File: src/inc/iopc_defines.svh
/*
  Offsets, field positions, reset values and sizes for the pad
  configuration block. Assumes word-aligned byte addresses on a plain
  register port.
*/
`ifndef IOPC_DEFINES_SVH
`define IOPC_DEFINES_SVH

`define IOPC_ADDR_W 32
`define IOPC_OFF_OPENDRAIN_ON 32'hfffff450
`define IOPC_OFF_OPENDRAIN_OFF 32'hfffff454
`define IOPC_OFF_OPENDRAIN_STATE 32'hfffff458
`define IOPC_OFF_PULLUP_OFF 32'hfffff460
`define IOPC_OFF_PULLUP_ON 32'hfffff464
`define IOPC_OFF_PULLUP_STATE 32'hfffff468
`define IOPC_OFF_FUNC_SEL_LOW 32'hfffff46c
`define IOPC_OFF_FUNC_SEL_HIGH 32'hfffff470
`define IOPC_OFF_FILT_ON 32'hfffff474
`define IOPC_OFF_FILT_OFF 32'hfffff478
`define IOPC_OFF_INPUT_FILTER_STATE 32'hfffff47c
`define IOPC_OFF_FILT_FAST_SEL 32'hfffff480
`define IOPC_OFF_FILT_SLOW_SEL 32'hfffff484
`define IOPC_OFF_FILT_CLK_STATE 32'hfffff488
`define IOPC_OFF_DEBOUNCE_RATIO 32'hfffff48c
`define IOPC_OFF_WRITE_PROTECT 32'hfffff4e4
`define IOPC_OFF_PAD_IN 32'hfffff4e8
`define IOPC_DIV_W 14
`define IOPC_DIV_MSB 13
`define IOPC_WRITE_PROTECT_ENABLE_BIT 0
`define IOPC_RST_ZERO 32'h00000000
`define IOPC_RST_ONES 32'hffffffff
`define IOPC_RST_DIV 14'h0000
`define IOPC_SLOW_DIV_W 10
`define IOPC_SLOW_DIV_DEF 10'h262

`endif

File: src/inc/iopc_pkg.sv
/*
  Types for the pad configuration block. Assumes 32 lines per port.
*/
package iopc_pkg;
  typedef logic [31:0] iopc_word_t;
  typedef enum logic [3:0] {
    IOPC_FN_A = 4'h1,
    IOPC_FN_B = 4'h2,
    IOPC_FN_C = 4'h4,
    IOPC_FN_D = 4'h8
  } iopc_func_e;
  typedef struct packed {
    logic [31:0] addr;
    logic [31:0] wdata;
    logic wr;
    logic rd;
  } iopc_bus_s;
endpackage

File: src/hdl/iopc_line_filter.sv
/*
  Per-line input filter: glitch filter on clk or debouncer on the half
  period enable. Assumes pad input already synchronous to clk.
*/
`timescale 1ns/1ns
`default_nettype none
module iopc_line_filter (
  input wire logic clk,
  input wire logic rst_b,
  input wire logic pad_in,
  input wire logic enable,
  input wire logic slow_mode,
  input wire logic div_tick,
  output logic filt_out
);
  typedef struct packed {
    logic cand;
    logic out;
  } iopc_lf_s;
  iopc_lf_s st_reg;
  iopc_lf_s st_next;

  // A new level must hold over two sample points to pass
  always_comb begin
    st_next = st_reg;
    if (!enable) begin
      st_next.out = pad_in;
      st_next.cand = pad_in;
    end else if (!slow_mode || div_tick) begin
      st_next.cand = pad_in;
      if (st_reg.cand == pad_in) begin
        st_next.out = pad_in;
      end
    end
  end

  always_ff @(posedge clk or negedge rst_b) begin
    if (!rst_b) begin
      st_reg <= '0;
    end else begin
      st_reg <= st_next;
    end
  end

  assign filt_out = st_reg.out;
endmodule
`default_nettype wire

File: src/hdl/iopc_pad_config.sv
/*
  Pad configuration for 32 I/O lines: open-drain, pull-up, function
  select, input filter type and debounce divider. Assumes a plain
  register port with read data one cycle after the read strobe.
*/
// Decided for this implementation: the address-and-strobe port.
// Overview of operation
// - Writes to the protected registers are dropped while write_protect_enable is set.
// - A 1 written to opendrain_off stops open-drain driving on that line.
// - opendrain_state reads 1 for low-only driving and 0 for push-pull.
// - A 1 written to pullup_off switches the line's pull-up off.
// - A 1 written to pullup_on switches the line's pull-up on.
// - pullup_state reads 0 for an enabled pull-up and 1 for a disabled one.
// - The high and low select bits pick function A, B, C or D as 00, 01, 10, 11.
// - A 1 to filter_clock_fast_select picks the clk glitch filter for the line.
// - A 1 to filter_clock_slow_select picks the divided slow clock debouncer.
// - filter_clock_state reads 0 for glitch filter and 1 for debouncer.
// - debounce_ratio holds 14 bits and sets a period of (value+1)*2 slow clocks.
// - Filter type only matters where input_filter_state shows the filter on.
// - A 1 written to opendrain_on turns open-drain driving on for the line.
`timescale 1ns/1ns
`default_nettype none
`include "iopc_defines.svh"
module iopc_pad_config
  import iopc_pkg::*;
#(
  parameter int LINES = 32,
  parameter logic [`IOPC_SLOW_DIV_W-1:0] SLOW_DIV = `IOPC_SLOW_DIV_DEF
) (
  input wire logic clk,
  input wire logic rst_b,
  input wire logic [31:0] bus_addr,
  input wire logic [31:0] bus_wdata,
  input wire logic bus_wr,
  input wire logic bus_rd,
  output logic [31:0] bus_rdata,
  input wire logic [LINES-1:0] pad_in,
  output logic [LINES-1:0] opendrain_en,
  output logic [LINES-1:0] pullup_en,
  output logic [LINES-1:0] func_a_sel,
  output logic [LINES-1:0] func_b_sel,
  output logic [LINES-1:0] func_c_sel,
  output logic [LINES-1:0] func_d_sel,
  output logic [LINES-1:0] filtered_in
);
  typedef struct packed {
    logic [LINES-1:0] od;
    logic [LINES-1:0] pu_on;
    logic [LINES-1:0] sel_lo;
    logic [LINES-1:0] sel_hi;
    logic [LINES-1:0] filt_on;
    logic [LINES-1:0] slow;
    logic [`IOPC_DIV_W-1:0] ratio;
    logic write_protect_enable;
    logic [`IOPC_SLOW_DIV_W-1:0] sdiv;
    logic stick;
    logic [31:0] rdata;
    logic [LINES-1:0] fa;
    logic [LINES-1:0] fb;
    logic [LINES-1:0] fc;
    logic [LINES-1:0] fd;
  } iopc_top_s;

  iopc_top_s st_reg;
  iopc_top_s st_next;
  iopc_bus_s bus;
  logic div_tick;
  logic [LINES-1:0] filt_w;

  function automatic logic hit(input logic [31:0] a, input logic [31:0] off);
    hit = (a == off);
  endfunction

  function automatic logic [31:0] widen(input logic [LINES-1:0] v);
    logic [31:0] r;
    r = '0;
    r[LINES-1:0] = v;
    widen = r;
  endfunction

  assign bus = '{addr: bus_addr, wdata: bus_wdata, wr: bus_wr, rd: bus_rd};

  always_comb begin
    logic pw;
    logic [LINES-1:0] wd;
    pw = 1'b0;
    wd = '0;
    st_next = st_reg;
    wd = bus.wdata[LINES-1:0];
    pw = bus.wr && !st_reg.write_protect_enable;
    // Slow clock prescaler from clk, single clock domain
    st_next.stick = 1'b0;
    if (st_reg.sdiv == '0) begin
      st_next.sdiv = SLOW_DIV;
      st_next.stick = 1'b1;
    end else begin
      st_next.sdiv = st_reg.sdiv - 1'b1;
    end
    if (pw) begin
      if (hit(bus.addr, `IOPC_OFF_OPENDRAIN_ON)) begin
        st_next.od = st_reg.od | wd;
      end
      if (hit(bus.addr, `IOPC_OFF_OPENDRAIN_OFF)) begin
        st_next.od = st_reg.od & ~wd;
      end
      // Enable sense kept in the flop so the port needs no inverter
      if (hit(bus.addr, `IOPC_OFF_PULLUP_OFF)) begin
        st_next.pu_on = st_reg.pu_on & ~wd;
      end
      if (hit(bus.addr, `IOPC_OFF_PULLUP_ON)) begin
        st_next.pu_on = st_reg.pu_on | wd;
      end
      if (hit(bus.addr, `IOPC_OFF_FUNC_SEL_LOW)) begin
        st_next.sel_lo = wd;
      end
      if (hit(bus.addr, `IOPC_OFF_FUNC_SEL_HIGH)) begin
        st_next.sel_hi = wd;
      end
      if (hit(bus.addr, `IOPC_OFF_FILT_ON)) begin
        st_next.filt_on = st_reg.filt_on | wd;
      end
      if (hit(bus.addr, `IOPC_OFF_FILT_OFF)) begin
        st_next.filt_on = st_reg.filt_on & ~wd;
      end
    end
    // Filter clock choice and divider are not write protected
    if (bus.wr) begin
      if (hit(bus.addr, `IOPC_OFF_FILT_FAST_SEL)) begin
        st_next.slow = st_reg.slow & ~wd;
      end
      if (hit(bus.addr, `IOPC_OFF_FILT_SLOW_SEL)) begin
        st_next.slow = st_reg.slow | wd;
      end
      if (hit(bus.addr, `IOPC_OFF_DEBOUNCE_RATIO)) begin
        st_next.ratio = bus.wdata[`IOPC_DIV_MSB:0];
      end
      if (hit(bus.addr, `IOPC_OFF_WRITE_PROTECT)) begin
        st_next.write_protect_enable = bus.wdata[`IOPC_WRITE_PROTECT_ENABLE_BIT];
      end
    end
    // Function one-hot outputs registered so ports come from flops
    st_next.fa = ~st_next.sel_hi & ~st_next.sel_lo;
    st_next.fb = ~st_next.sel_hi & st_next.sel_lo;
    st_next.fc = st_next.sel_hi & ~st_next.sel_lo;
    st_next.fd = st_next.sel_hi & st_next.sel_lo;
    st_next.rdata = '0;
    if (bus.rd) begin
      case (bus.addr)
        `IOPC_OFF_OPENDRAIN_STATE: st_next.rdata = widen(st_reg.od);
        `IOPC_OFF_PULLUP_STATE: st_next.rdata = widen(~st_reg.pu_on);
        `IOPC_OFF_FUNC_SEL_LOW: st_next.rdata = widen(st_reg.sel_lo);
        `IOPC_OFF_FUNC_SEL_HIGH: st_next.rdata = widen(st_reg.sel_hi);
        `IOPC_OFF_INPUT_FILTER_STATE: st_next.rdata = widen(st_reg.filt_on);
        `IOPC_OFF_FILT_CLK_STATE: st_next.rdata = widen(st_reg.slow);
        `IOPC_OFF_DEBOUNCE_RATIO: begin
          st_next.rdata[`IOPC_DIV_MSB:0] = st_reg.ratio;
        end
        `IOPC_OFF_WRITE_PROTECT: begin
          st_next.rdata[`IOPC_WRITE_PROTECT_ENABLE_BIT] = st_reg.write_protect_enable;
        end
        `IOPC_OFF_PAD_IN: st_next.rdata = widen(filt_w);
        default: st_next.rdata = '0;
      endcase
    end
  end

  always_ff @(posedge clk or negedge rst_b) begin
    if (!rst_b) begin
      st_reg <= '0;
      st_reg.fa <= '1;
      st_reg.pu_on <= '1;
    end else begin
      st_reg <= st_next;
    end
  end

  iopc_slow_tick #(.DIV_W(`IOPC_DIV_W)) u_tick (
    .clk(clk),
    .rst_b(rst_b),
    .slow_tick(st_reg.stick),
    .ratio(st_reg.ratio),
    .div_tick(div_tick)
  );

  // One filter per line; outputs are flops inside the filter
  genvar gi;
  generate
    for (gi = 0; gi < LINES; gi++) begin : g_line
      iopc_line_filter u_filt (
        .clk(clk),
        .rst_b(rst_b),
        .pad_in(pad_in[gi]),
        .enable(st_reg.filt_on[gi]),
        .slow_mode(st_reg.slow[gi]),
        .div_tick(div_tick),
        .filt_out(filt_w[gi])
      );
    end
  endgenerate

  assign filtered_in = filt_w;
  assign bus_rdata = st_reg.rdata;
  assign opendrain_en = st_reg.od;
  assign pullup_en = st_reg.pu_on;
  assign func_a_sel = st_reg.fa;
  assign func_b_sel = st_reg.fb;
  assign func_c_sel = st_reg.fc;
  assign func_d_sel = st_reg.fd;
endmodule
`default_nettype wire

File: src/hdl/iopc_slow_tick.sv
/*
  Divided slow clock enable. Assumes slow_tick is a one-cycle enable at
  the slow clock rate, derived from clk by the parent.
*/
`timescale 1ns/1ns
`default_nettype none
`include "iopc_defines.svh"
module iopc_slow_tick
  import iopc_pkg::*;
#(
  parameter int DIV_W = `IOPC_DIV_W
) (
  input wire logic clk,
  input wire logic rst_b,
  input wire logic slow_tick,
  input wire logic [DIV_W-1:0] ratio,
  output logic div_tick
);
  typedef struct packed {
    logic [DIV_W-1:0] cnt;
    logic tick;
  } iopc_st_s;
  iopc_st_s st_reg;
  iopc_st_s st_next;

  // Half period is ratio+1 slow ticks, so full period is (ratio+1)*2
  always_comb begin
    st_next = st_reg;
    st_next.tick = 1'b0;
    if (slow_tick) begin
      if (st_reg.cnt >= ratio) begin
        st_next.cnt = '0;
        st_next.tick = 1'b1;
      end else begin
        st_next.cnt = st_reg.cnt + 1'b1;
      end
    end
  end

  always_ff @(posedge clk or negedge rst_b) begin
    if (!rst_b) begin
      st_reg <= '0;
    end else begin
      st_reg <= st_next;
    end
  end

  assign div_tick = st_reg.tick;
endmodule
`default_nettype wire

File: config.mk
export PLATFORM = sky130hd
export DESIGN_NAME = iopc_pad_config
export DESIGN_NICKNAME = d
export VERILOG_FILES = /design/src/inc/iopc_pkg.sv /design/src/hdl/iopc_line_filter.sv /design/src/hdl/iopc_pad_config.sv /design/src/hdl/iopc_slow_tick.sv
export VERILOG_INCLUDE_DIRS = /design/src /design/src/inc
export SDC_FILE = /design/constraint.sdc
export NUM_CORES = 1
export LEC_CHECK = 0
export ABC_AREA = 1
export BUFFER_PORTS_ARGS = -buffer_cell sky130_fd_sc_hd__buf_2
export CORE_MARGIN = 5
export CORE_UTILIZATION = 44
export DETAILED_ROUTE_END_ITERATION = 7
export PLACE_DENSITY = 0.63
export SLEW_MARGIN = 20
export SYNTH_ARGS = -nofsm -noshare
export SYNTH_HDL_FRONTEND = slang
export SYNTH_SLANG_ARGS = --single-unit
File: constraint.sdc
create_clock -name clk -period 2.8 [get_ports clk]
set_clock_uncertainty 0.05 [all_clocks]
set_input_delay 0 -clock clk [delete_from_list [all_inputs] [get_ports clk]]
set_output_delay 0 -clock clk [all_outputs]
set_load 0.1 [all_outputs]
==> results.md, run 1 <==
- The first TritonRoute pass finished after 5 iterations.
- The cell with the biggest individual delay on the critical path is dlygate4sd3_1.
- The net count of the finished layout is 3,022.
- Averaged over all synthesized cells, the footprint is 8.45 um^2.
- The most frequent cell on the critical path is dlygate4sd3_1.
- The synthesized netlist contains 37 unique library cells.
- The number of setup buffers added after CTS is 0.
- The analysis attributes to cell leakage a power of 0.0137 uW.
- Of the total synthesized cell area, the portion taken by full adders, half adders and majority gates is 0.00876.
- Leaving out fill and tap cells, the most frequent cell in the layout is nand2_1.
- The area overhead of the layout relative to synthesis is 14.7%.
- Subtracting the final worst setup slack from the clock period gives 2.78 ns.
- Global routing finished with a remaining overflow of 0.
- The post-synthesis cell count is 2,707.
- The standard-cell row count is 83.
- The synthesized netlist net count is 2,823.
- The number of flops mapped to enable cells by yosys is 0.
- Counting every sink on the clock net gives 457.
- The sum of negative setup slack is 0 ns.
- The share of cells above drive strength 1 is 0.248.
- Setup violations remaining at the end of the flow were counted as 0.
- The tool flagged a number of max-cap violations equal to 0.
- The type of element launching the critical path is an input pin.
- The total instance count after detailed placement is 3,455.
- The width of the die is 238 um.
- Of the post-synthesis cell area, the dominant cell type holds 0.430.
- The run finished with clean final reports.
- The min-delay analysis places its worst path in the category in -> async.
- The latest clock arrival within the worst-skew pair is 0.59 ns.
- After synthesis, the share of flip-flops with an asynchronous set or reset is 1.00.
- The root buffer cell is clkbuf_16.
- The global-route wire length before repair is around 100,000 um.
- The core area is roughly 50,000 um^2.
- Entering global routing, the biggest net connects 84 pins.
- In the layout the commonest cells are 643 x nand2_1, 393 x dfrtp_1, 354 x buf_2.
- Walking the worst path, the cells encountered are dlygate4sd3_1 -> buf_2 -> nand2_1 -> dlygate4sd3_1 -> nor2_2 -> inv_1 -> dlygate4sd3_1 -> nor3_1 -> nand3_1 -> dlygate4sd3_1 -> a21oi_1.
- Derived from the worst setup path, the maximum achievable clock frequency is 359 MHz.
- The post-route fraction of the period consumed by the critical path is 0.994.
- Headroom to the max-slew limit came out at 0.393.
- The remaining design rule violation count is 0.
- The area enclosed by the die boundary is 56,600 um^2.
- The detail route stage leaves a number of antenna-violating nets equal to 0.
- The initial antenna violation count is 4.
- about 360 I/O pins were placed.
- For this run, the number of Yosys warnings is 0.
- Routability-driven placement finished with a final weighted congestion of 0.853.
- The synthesized design contains 457 register bits.
- The compound-gate portion of the synthesized area is 0.112.
- dfrtp_1 takes more of the synthesized area than any other cell.
- The biggest cell delay along the critical path is 0.57 ns.
- Detailed placement ended at an HPWL of around 46,000 um.
- For the pin with the worst max-slew slack, the measured transition is a little over 0.9 ns.
- The maximum VDD drop is 486 uV.
- The post-route non-filler standard cell count is 3,632.
- The maximum net fanout on the critical path is 3.
- The data arrival at the endpoint of the critical path is 3.22 ns.
- The share of synthesized area occupied by flip-flops and latches is 0.504.
- Of the total synthesized cell area, the portion taken by AND, OR, NAND and NOR gates is 0.213.
- In the final routed layout, each cell accounts on average for 18.5 um.
- The xor/xnor cell area share of the yosys netlist is 0.00575.
- Setup repair after global routing left no endpoint under its margin.
- In this run the tool buffered the top-level ports with around 360 buffer cells.
- Counting the buffers created by CTS gives 51.
- The final-report hold violation count is 0.
- After synthesis, the largest family of logic cells by area is simple AND/OR/NAND/NOR gates.
- The clock passes through at most 3 buffers.
- The H-tree was split into 2 levels.
- The setup path with the least slack is of type in -> reg.
- For this design the ratio of total power to cell area is about 550 nW/um^2.
- The mapped netlist covers 22,900 um^2.
- The die span in y is 238 um.
- The clock transition time at the flip-flop clock pins of the worst setup and hold paths is 0.06 ns.
- TritonCTS built the clock tree.
- The starting density of the core is 0.445.
- The critical path endpoint category is a flop.
- The final count of pins violating max slew is 0.
- Across every metal layer, demand over resource in global routing totals 0.233.
- For this block, the routed nets add up to 67,000 um of wire.
- The critical path data required time is 3.23 ns.
- The via total after detailed routing is 18,100.
- Sorting the synthesized cells by area gives the leading types as dfrtp_1 43%, nand2_1 11%, buf_4 8.8%.
- Using the TritonRoute via totals, the vias-per-cell ratio works out to 4.98.
- The number of global-route vias before repair is 18,400.
- The detailed router finished its first iteration with about 1,400 violations.
- The portion of netlist area occupied by mux cells is 0.000493.
- The prevailing post-synth register cell is dfrtp_1.
## synth_stat cells (all sizes together) (2+ instances only)
| cell type | number |
|---|---|
| ha | 16 |
| xnor2 | 9 |
| clkbuf | 26 |
| o21ai | 298 |
| nand4 | 49 |
| a21oi | 80 |
| dfstp | 64 |
| and2 | 2 |
| buf | 302 |
| and3 | 2 |
| dfrtp | 393 |
| nor3 | 6 |
| nor2 | 363 |
| nand3 | 84 |
| nand2 | 669 |
| inv | 330 |
| xor2 | 6 |
## logic make-up after synthesis
logic type      Yosys count
flops                   457
xor+xnor                 15
buf+inv                 659
mux                       1
simple gates           1178
compound gates          381
fa+ha+maj                16
## layer usage
layer | vias up | global-route usage | routed length, um
met5 | - | 0 | 12
met4 | 2 | 0.0736 | 2100
met3 | 146 | 0.0552 | 5100
met2 | 641 | 0.388 | 31900
met1 | 8732 | 0.303 | 28000
li1 | 8578 | - | -
## metrics by stage
step | util | hold WS [ns] | power [uW] | cell area (um^2) | worst slack [ns]
4_1_cts | 0.510 | 0.0232 | 14500 | 26200 | 0.101
6_report | 0.510 | 0.0419 | 14400 | 26200 | 0.0180
5_1_grt | 0.510 | 0.0548 | 14900 | 26200 | 0.00763
3_5_place_dp | 0.460 | -0.0303 | 7510 | 23700 | 0.457
2_1_floorplan | - | -0.346 | 7170 | 22900 | 0.891
3_3_place_gp | 0.460 | -0.0372 | 7500 | 23700 | 0.528
## layout make-up
type                            count  area, um^2
Antenna cell                        4        10.0
Clock buffer                       71        1520
Clock inverter                     24         235
Fill cell                        4900       25200
Inverter                          331        1240
Multi-Input combinational cell   1591        7780
Sequential cell                   457       11500
Tap cell                          680         851
Timing Repair Buffer              474        3070
## critical path, delay by kind of cell
family | cells | cell delay, ns
buffers and inverters | 6 | 2.46
AO/OA/AOI/OAI | 1 | 0.22
AND/OR/NAND/NOR | 4 | 0.52
## worst paths after layout
| kind | cells after the start | end | start | slack [ns] |
|---|---|---|---|---|
| worst max-delay path | 11 | bus_rdata[7]$_DFF_PN0_ | bus_addr[7] | 0.02 |
| worst min-delay path | 2 | func_a_sel[23]$_DFF_PN1_ | rst_b | 0.04 |
| worst max register to register | 11 | u_tick.st_reg[11]$_DFFE_PN0P_ | st_reg[177]$_DFFE_PN0P_ | 0.53 |
| worst min register to register | 1 | st_reg[161]$_DFF_PN0_ | st_reg[161]$_DFF_PN0_ | 0.38 |
| max in group asynchronous | 4 | func_a_sel[0]$_DFF_PN1_ | rst_b | 2.11 |
| min in group clk | 7 | flop | bus_addr[5] | 0.13 |
## report_power, final
part	leakage (uW)	internal, uW	switching [uW]
Sequential	0.00590	6660	36.8
Clock	0.000876	4160	2770
Combinational	0.00694	206	588
Total	0.0137	11000	3390
## repair_timing
action / 4_1_cts / 5_1_grt
resized for setup: 0 / 1
hold buffers: 78 / 0
endpoints found under the hold margin: 731 / 0
endpoints found under the setup margin: 0 / 1
Note: power is estimated with default switching activity, not from simulation.
==> run 2, diff against run 1 <==
ABC_AREA = unset   (was 1)
CTS_BUF_LIST = sky130_fd_sc_hd__clkbuf_8   (was unset)
PLACE_DENSITY = 0.64   (was 0.63)
==> run 2 against run 1 <==
Critical path depth decreased by 1. Final cell count decreased by 20%. Clock power decreased by 8.9%. Core utilization increased by 0.69 points. Flip-flop and latch count unchanged. Worst hold slack improved by 0.023 ns. Final area decreased by 7.8%. Sequential share of layout area increased by 3.7 points. Register-to-register slack got worse by 0.12 ns. Worst setup slack improved by 0.12 ns. Non-clock buffer count increased by 8. Global-route usage decreased by 0.78 points. Largest cell class unchanged.
==> results.md, run 2 <==
- The standard-cell row count is 79 (was 83).
- The final net count is 2,353 (was 3,022).
- The fill cell total of the finished layout was 4,135 (was 4,900).
- The post-synthesis cell count is 2,015 (was 2,707).
- The number of global-route vias before repair is 16,200 (was 18,400).
- The number of buffers created by CTS was 79 (was 51).
- The prevailing post-synth register cell is dfrtp_1 (unchanged).
- The final-report hold violation count is 0 (unchanged).
- The class of the most critical hold timing path is in -> reg (was in -> async).
- Largest cells by area after synthesis: dfrtp_1 47%, buf_4 9.2%, dfstp_2 8.0% (was dfrtp_1 43%, nand2_1 11%, buf_4 8.8%).
- Leading cell types in the layout, fill and taps excluded: 392 x dfrtp_1, 354 x buf_2, 179 x nand2_1 (was 643 x nand2_1, 393 x dfrtp_1, 354 x buf_2).
- The level count of the clock H-tree came to 3 (was 2).
- The global-route usage over all layers is 0.225 (was 0.233).
- The number of gates on the worst path with buffers counted is 10 (was 11).
- The critical path class was in -> reg (unchanged).
- The CTS tree is built (unchanged).
- The setup-violating endpoint count in the final report came to 0 (unchanged).
- The area overhead of the layout relative to synthesis came to 15.7% (was 14.7%).
- The number of detailed-routing iterations run before antenna repair is 7 (was 5).
- The number of max-cap violations came to 0 (unchanged).
- The minimum clock period is 2.67 ns (was 2.78 ns).
- The via total after detailed routing is 15,600 (was 18,100).
- The most common cell after layout, fill and taps aside is dfrtp_1 (was nand2_1).
- The highest routing layer actually used is met4 (was met5).
- Result of the run: finished, final reports clean (unchanged).
- The post-route non-filler standard cell count is 2,909 (was 3,632).
- The total instance count after detailed placement came to 2,684 (was 3,455).
- The share of synthesized area occupied by flip-flops and latches was 0.551 (was 0.504).
- The type of element launching the critical path is an input pin (unchanged).
- The area enclosed by the die boundary was 52,000 um^2 (was 56,600 um^2).
- The placed wire-length estimate after detailed placement was 39,500 um (was 46,300 um).
- The total wire length is 60,000 um (was 67,000 um).
- The root buffer cell is clkbuf_8 (was clkbuf_16).
- The cell with the biggest individual delay on the critical path is dlygate4sd3_1 (unchanged).
- The worst relative slew slack is 0.320 (was 0.393).
- The final weighted congestion in routability-driven placement was 0.825 (was 0.853).
- The count of cells along the worst register-to-register path is 7 (was 11).
- The maximum clock frequency is 375 MHz (was 359 MHz).
- The buffering stage count on the worst path with inverters included is 5 (was 6).
- The met3 wirelength from detailed routing is 4100 um (was 5100 um).
- The maximum number of pins on one net before global-route repair is 102 (was 84).
- The remaining design rule violation count is 0 (unchanged).
- The critical path endpoint category is a flop (unchanged).
- The starting density of the core is 0.447 (was 0.445).
- The family of cells with the greatest summed delay on the critical path is buffers and inverters (unchanged).
- The wire length on met2 is 28,400 um (was 31,900 um).
- The number of placed I/O pins came to 356 (unchanged).
- The number of flops mapped to enable cells by yosys is 0 (unchanged).
- Top cells by count, synth: 393 x dfrtp_1, 257 x buf_4, 179 x nand2_1 (was 645 x nand2_1, 393 x dfrtp_1, 349 x nor2_1).
- The data arrival at the endpoint of the critical path is 3.20 ns (was 3.22 ns).
- The power per cell area is 571 nW/um^2 (was 550 nW/um^2).
- The mean instance size in the synthesized netlist is 10.4 um^2 (was 8.45 um^2).
- The most frequent cell on the critical path was dlygate4sd3_1 (unchanged).
- Chain of cells forming the critical path: dlygate4sd3_1 -> buf_2 -> nor3_1 -> dlygate4sd3_1 -> nand2_1 -> a211oi_4 -> buf_6 -> a21oi_1 -> a31oi_1 -> dlygate4sd3_1 (was dlygate4sd3_1 -> buf_2 -> nand2_1 -> dlygate4sd3_1 -> nor2_2 -> inv_1 -> dlygate4sd3_1 -> nor3_1 -> nand3_1 -> dlygate4sd3_1 -> a21oi_1).
- The leakage power total is 0.0125 uW (was 0.0137 uW).
- The synthesized netlist net count is 2,131 (was 2,823).
- The worst-case clock buffer depth is 3 (unchanged).
- The maximum net fanout on the critical path came to 23 (was 3).
- The share of cells above drive strength 1 is 0.278 (was 0.248).
- The post-synthesis instance area is 20,900 um^2 (was 22,900 um^2).
- The total number of clock tree sinks is 457 (unchanged).
- The die span in y was 228 um (was 238 um).
- The maximum VDD drop is 298 uV (was 486 uV).
- Unrepaired setup endpoints after global routing: false (unchanged).
- The latest clock arrival within the worst-skew pair is 0.65 ns (was 0.59 ns).
- The initial DRC count was 1,380 (was 1,368).
- The clock transition time at the flip-flop clock pins of the worst setup and hold paths was 0.07 ns (was 0.06 ns).
- The sum of negative setup slack was 0 ns (unchanged).
- The post-route fraction of the period consumed by the critical path was 0.952 (was 0.994).
- The initial antenna violation count is 1 (was 4).
- The cell with the most instances after synthesis was dfrtp_1 (was nand2_1).
- The width of the die is 228 um (was 238 um).
- The startpoint of the lowest-slack register-to-register path is st_reg[171]$_DFFE_PN0P_ (was st_reg[177]$_DFFE_PN0P_).
- The met1 wire length is 25,600 um (was 28,000 um).
- The final count of pins violating max slew is 0 (unchanged).
- The register bit count reported by yosys came to 457 (unchanged).
- The global-route wire length before repair is 92,800 um (was 104,000 um).
- The biggest cell delay along the critical path is 0.60 ns (was 0.57 ns).
- The port buffer count is 355 (unchanged).
- The proportion of netlist area held by the largest area contributor came to 0.470 (was 0.430).
- The core area is 46,800 um^2 (was 51,400 um^2).
- The remaining antenna violation count after routing is 0 (unchanged).
- The measured slew at the worst slew-check pin is 1.01 ns (was 0.910 ns).
- The detail-routed net length per standard cell is 20.6 um (was 18.5 um).
- The residual overflow from global routing is 0 (unchanged).
- The async set-or-reset flop fraction in the synthesized netlist came to 1.00 (unchanged).
- The startpoint of the worst setup timing path is bus_addr[3] (was bus_addr[7]).
- The distinct cell type count of the synthesized netlist is 56 (was 37).
- The total number of yosys warnings came to 0 (unchanged).
- The reg-to-reg setup timing slack is 0.41 ns (was 0.53 ns).
- The critical path data required time came to 3.34 ns (was 3.23 ns).
- The post-synthesis cell type with the largest combined area is dfrtp_1 (unchanged).
- The detailed-route vias per instance is 5.35 (was 4.98).
run 2: cell count changes in the layout (fill, tap and decap cells not counted), moves of 36 or more:
cell       delta
nand3_1      -39
clkbuf_8     +93
o21ai_4      -56
clkbuf_16    -53
inv_1       -112
a21oi_1      +73
nor2_1      -194
o21ai_0      -70
nand4_1      -41
mux2_1       +79
mux2i_1      +64
inv_2        -42
nand2_1     -464
nor2b_1      +36
run 2: worst min path at each step:
stage	from	endpoint	slack (ns)	depth (start not counted)
6_report	bus_addr[1]	flop	0.06	6
5_1_grt	bus_addr[1]	flop	0.06	6
4_1_cts	bus_addr[1]	flop	0.01	6
3_5_place_dp	rst_b	func_c_sel[26]$_DFF_PN0_	-0.008	1
3_3_place_gp	rst_b	func_c_sel[26]$_DFF_PN0_	-0.02	1
2_1_floorplan	rst_b	async pin	-0.35	0
run 2: area by class of cell:
type                    count  area (um^2)  area share
flip-flops and latches    457        11500       0.476
multi-input cells        1068         6640       0.275
repair buffers            482         3020       0.125
clock buffers             106         1460      0.0603
well taps                 607          759      0.0314
inverters                 149          559      0.0231
clock inverters            38          218     0.00900
diodes                      2         5.00    0.000207
run 2: worst register-to-register path: stages, from the launching register on:
cell and delay (ns):
dfrtp_1 0.40, nor2b_1 0.26, nand2_1 0.21, a211oi_4 0.27
buf_6 0.32, a21oi_1 0.12, a31oi_1 0.14, dlygate4sd3_1 0.56
run 2: kinds of logic after synthesis:
logic type / after synthesis / synth area share
xor gates and xnor gates: 14 / 0.00587
muxes: 143 / 0.0732
AOI/OAI and AO/OA: 425 / 0.124
DFF: 457 / 0.551
adders and majority gates: 16 / 0.00958
and+or+nand+nor: 470 / 0.101
buffers and inverters: 490 / 0.136
run 2: timing repair:
action,4_1_cts,5_1_grt
endpoints found under the hold margin,829,0
setup endpoints to repair,0,1
hold buffers,79,0
buffers inserted,0,0
resized for setup,0,1
run 2: routing by layer:
layer | global-route usage | up-vias
met5 | 0 | -
met4 | 0.0862 | 0
met3 | 0.0518 | 136
met2 | 0.367 | 624
met1 | 0.295 | 7752
li1 | - | 7063
run 2: stage by stage:
stage | cell area (um^2) | worst slack (ns) | utilization | total power, uW | hold slack, ns
after floorplan | 20900 | 0.461 | - | 7200 | -0.346
after global placement | 21700 | 0.343 | 0.464 | 7490 | -0.0154
after detailed placement | 21700 | 0.231 | 0.464 | 7510 | -0.00806
after CTS | 24200 | 0.103 | 0.517 | 14000 | 0.0114
after global routing | 24200 | 0.0792 | 0.517 | 14400 | 0.0643
final | 24200 | 0.134 | 0.517 | 13800 | 0.0648
run 2: power by group:
group	switching [uW]	leakage, uW	internal (uW)
registers	42.7	0.00602	6670
clock network	2750	0.000964	3560
logic	572	0.00556	206
==> run 3, diff against run 2 <==
REMOVE_ABC_BUFFERS = 1   (was unset)
==> run 3 against run 2 <==
Clock power fell by 3.5%. Worst setup slack improved by 0.11 ns. Flip-flop and latch count did not move. Final area fell by 0.40%. Combinational power barely moved. Highest routed layer unchanged.
==> results.md, run 3 (synthesis gave the netlist of run 2 again) <==
- The fill cell total of the finished layout is 4,174 (was 4,135).
- The capture instance of the worst register-to-register path is u_tick.st_reg[14]$_DFFE_PN0P_.
- The detailed-route vias per instance is 5.35 (about the same).
- The worst relative slew slack was 0.455 (was 0.320).
- The number of gates on the worst path with buffers counted was 9 (was 10).
- The remaining design rule violation count came to 0 (unchanged).
- The highest routing layer actually used is met4 (unchanged).
- The setup-violating endpoint count in the final report is 0 (unchanged).
- The biggest cell delay along the critical path came to 0.66 ns (was 0.60 ns).
- The critical path endpoint category was a flop (unchanged).
- The most frequent cell on the critical path is dlygate4sd3_1 (unchanged).
- The residual overflow from global routing is 0 (unchanged).
- The share of cells above drive strength 1 is 0.278 (about the same).
- The data arrival at the endpoint of the critical path came to 3.09 ns (was 3.20 ns).
- The buffering stage count on the worst path with inverters included is 5 (unchanged).
- The width of the die is 228 um (unchanged).
- The critical path class was in -> reg (unchanged).
- The met3 wirelength from detailed routing is 4300 um (was 4100 um).
- The sum of negative setup slack is 0 ns (unchanged).
- The latest clock arrival within the worst-skew pair is 0.65 ns (about the same).
- The maximum VDD drop is 292 uV (was 298 uV).
- The initial DRC count was 1,088 (was 1,380).
- The number of placed I/O pins is 356 (unchanged).
- The startpoint of the lowest-slack register-to-register path is u_tick.st_reg[8]$_DFFE_PN0P_ (was st_reg[171]$_DFFE_PN0P_).
- The post-layout utilization of the core was 0.515 (was 0.517).
- The minimum clock period is 2.56 ns (was 2.67 ns).
- The clock transition time at the flip-flop clock pins of the worst setup and hold paths is 0.06 ns (was 0.07 ns).
- The met1 wire length is 25,600 um (about the same).
- The post-route fraction of the period consumed by the critical path is 0.913 (was 0.952).
- The number of detailed-routing iterations run before antenna repair is 8 (was 7).
- The wire length on met2 is 29,600 um (was 28,400 um).
- The family of cells with the greatest summed delay on the critical path is buffers and inverters (unchanged).
- Leading cell types in the layout, fill and taps excluded: 392 x dfrtp_1, 354 x buf_2, 179 x nand2_1 (unchanged).
- The port buffer count was 355 (unchanged).
- The post-route worst hold slack was 0.0937 ns (was 0.0648 ns).
- The reg-to-reg setup timing slack is 0.35 ns (was 0.41 ns).
- Result of the run: finished, final reports clean (unchanged).
- The placed wire-length estimate after detailed placement is 41,800 um (was 39,500 um).
- The initial antenna violation count is 1 (unchanged).
- The standard-cell row count is 79 (unchanged).
- The remaining antenna violation count after routing is 0 (unchanged).
- The starting density of the core is 0.447 (unchanged).
- The total number of clock tree sinks is 457 (unchanged).
- The CTS tree was built (unchanged).
- The die span in y is 228 um (unchanged).
- The final weighted congestion in routability-driven placement is 0.841 (was 0.825).
- The final count of pins violating max slew is 0 (unchanged).
- The number of buffers created by CTS is 79 (unchanged).
- The post-cts sizing count is 0 (unchanged).
- The number of global-route vias before repair is 16,200 (about the same).
- The most common cell after layout, fill and taps aside is dfrtp_1 (unchanged).
- The worst-case clock buffer depth is 3 (unchanged).
- The detail-routed net length per standard cell is 20.9 um (was 20.6 um).
- The maximum number of pins on one net before global-route repair came to 92 (was 102).
- The number of max-cap violations was 0 (unchanged).
- The core area is 46,800 um^2 (unchanged).
- The root buffer cell was clkbuf_8 (unchanged).
- Unrepaired setup endpoints after global routing: false (unchanged).
- The power per cell area is 564 nW/um^2 (was 571 nW/um^2).
- The global-route wire length before repair is 94,200 um (was 92,800 um).
- The area enclosed by the die boundary was 52,000 um^2 (unchanged).
- The cell with the biggest individual delay on the critical path is nor4b_1 (was dlygate4sd3_1).
- The total power of the final layout is 13,600 uW (was 13,800 uW).
- The global-route usage over all layers came to 0.228 (was 0.225).
- The maximum net fanout on the critical path is 21 (was 23).
- The level count of the clock H-tree is 3 (unchanged).
- The count of cells along the worst register-to-register path is 7 (unchanged).
- The maximum clock frequency is 391 MHz (was 375 MHz).
- The final-report hold violation count is 0 (unchanged).
- The measured slew at the worst slew-check pin is 0.817 ns (was 1.01 ns).
- The final net count is 2,351 (was 2,353).
- The total wire length is 60,700 um (was 60,000 um).
- The leakage power total came to 0.0125 uW (about the same).
- The class of the most critical hold timing path is in -> reg (unchanged).
- The critical path data required time came to 3.34 ns (about the same).
- The startpoint of the worst setup timing path is bus_addr[2] (was bus_addr[3]).
- Chain of cells forming the critical path: dlygate4sd3_1 -> buf_2 -> nor4b_1 -> inv_1 -> a211oi_4 -> buf_4 -> a21oi_1 -> a31oi_1 -> dlygate4sd3_1 (was dlygate4sd3_1 -> buf_2 -> nor3_1 -> dlygate4sd3_1 -> nand2_1 -> a211oi_4 -> buf_6 -> a21oi_1 -> a31oi_1 -> dlygate4sd3_1).
- The via total after detailed routing is 15,500 (was 15,600).
- The area overhead of the layout relative to synthesis is 15.2% (was 15.7%).
- The type of element launching the critical path is an input pin (unchanged).
run 3: tightest hold or removal path: cells and delay by family:
kind	cells	cell delay, ns
compound gates	1	0.06
buf+inv	2	0.65
simple gates	1	0.04
run 3: repair_timing:
item	CTS	global route
hold buffers	74	0
endpoints found under the hold margin	831	0
setup buffers	0	0
run 3: final cells by class:
class | count | area (um^2) | area share
tap | 607 | 759 | 0.0315
clock buffer | 101 | 1390 | 0.0577
timing repair buffer | 480 | 3000 | 0.124
antenna | 1 | 2.50 | 0.000104
sequential | 457 | 11500 | 0.478
multi-input combinational | 1068 | 6650 | 0.276
clock inverter | 43 | 211 | 0.00878
inverter | 149 | 559 | 0.0232
run 3: worst min path at each step:
stage / start / cells past startpoint / slack (ns) / end
3_5_place_dp: rst_b / 1 / 0.06 / func_d_sel[8]$_DFF_PN0_
3_3_place_gp: rst_b / 1 / 0.06 / st_reg[290]$_DFF_PN0_
2_1_floorplan: rst_b / 0 / -0.35 / async pin
6_report: pad_in[6] / 4 / 0.09 / g_line[6].u_filt.st_reg[1]$_DFFE_PN0P_
5_1_grt: bus_addr[3] / 6 / 0.07 / flop
4_1_cts: pad_in[6] / 4 / 0.02 / g_line[6].u_filt.st_reg[1]$_DFFE_PN0P_
run 3: routing by layer:
layer / vias to the layer above / track usage
met1: 7789 / 0.298
met5: - / 0
met2: 604 / 0.380
li1: 7047 / -
met3: 98 / 0.0557
met4: 0 / 0.0715
run 3: per-stage QoR:
stage	cell area (um^2)	setup slack, ns	instances
2_1_floorplan	18600	-1.22	1674
3_3_place_gp	21700	0.234	2687
3_5_place_dp	21700	0.101	2687
4_1_cts	24100	0.314	2905
5_1_grt	24100	0.137	2905
6_report	24100	0.244	2906
run 3: power by group:
part,switching [uW],total (uW),internal [uW]
clock network,2760,6090,3330
logic,574,780,206
registers,44.9,6710,6670
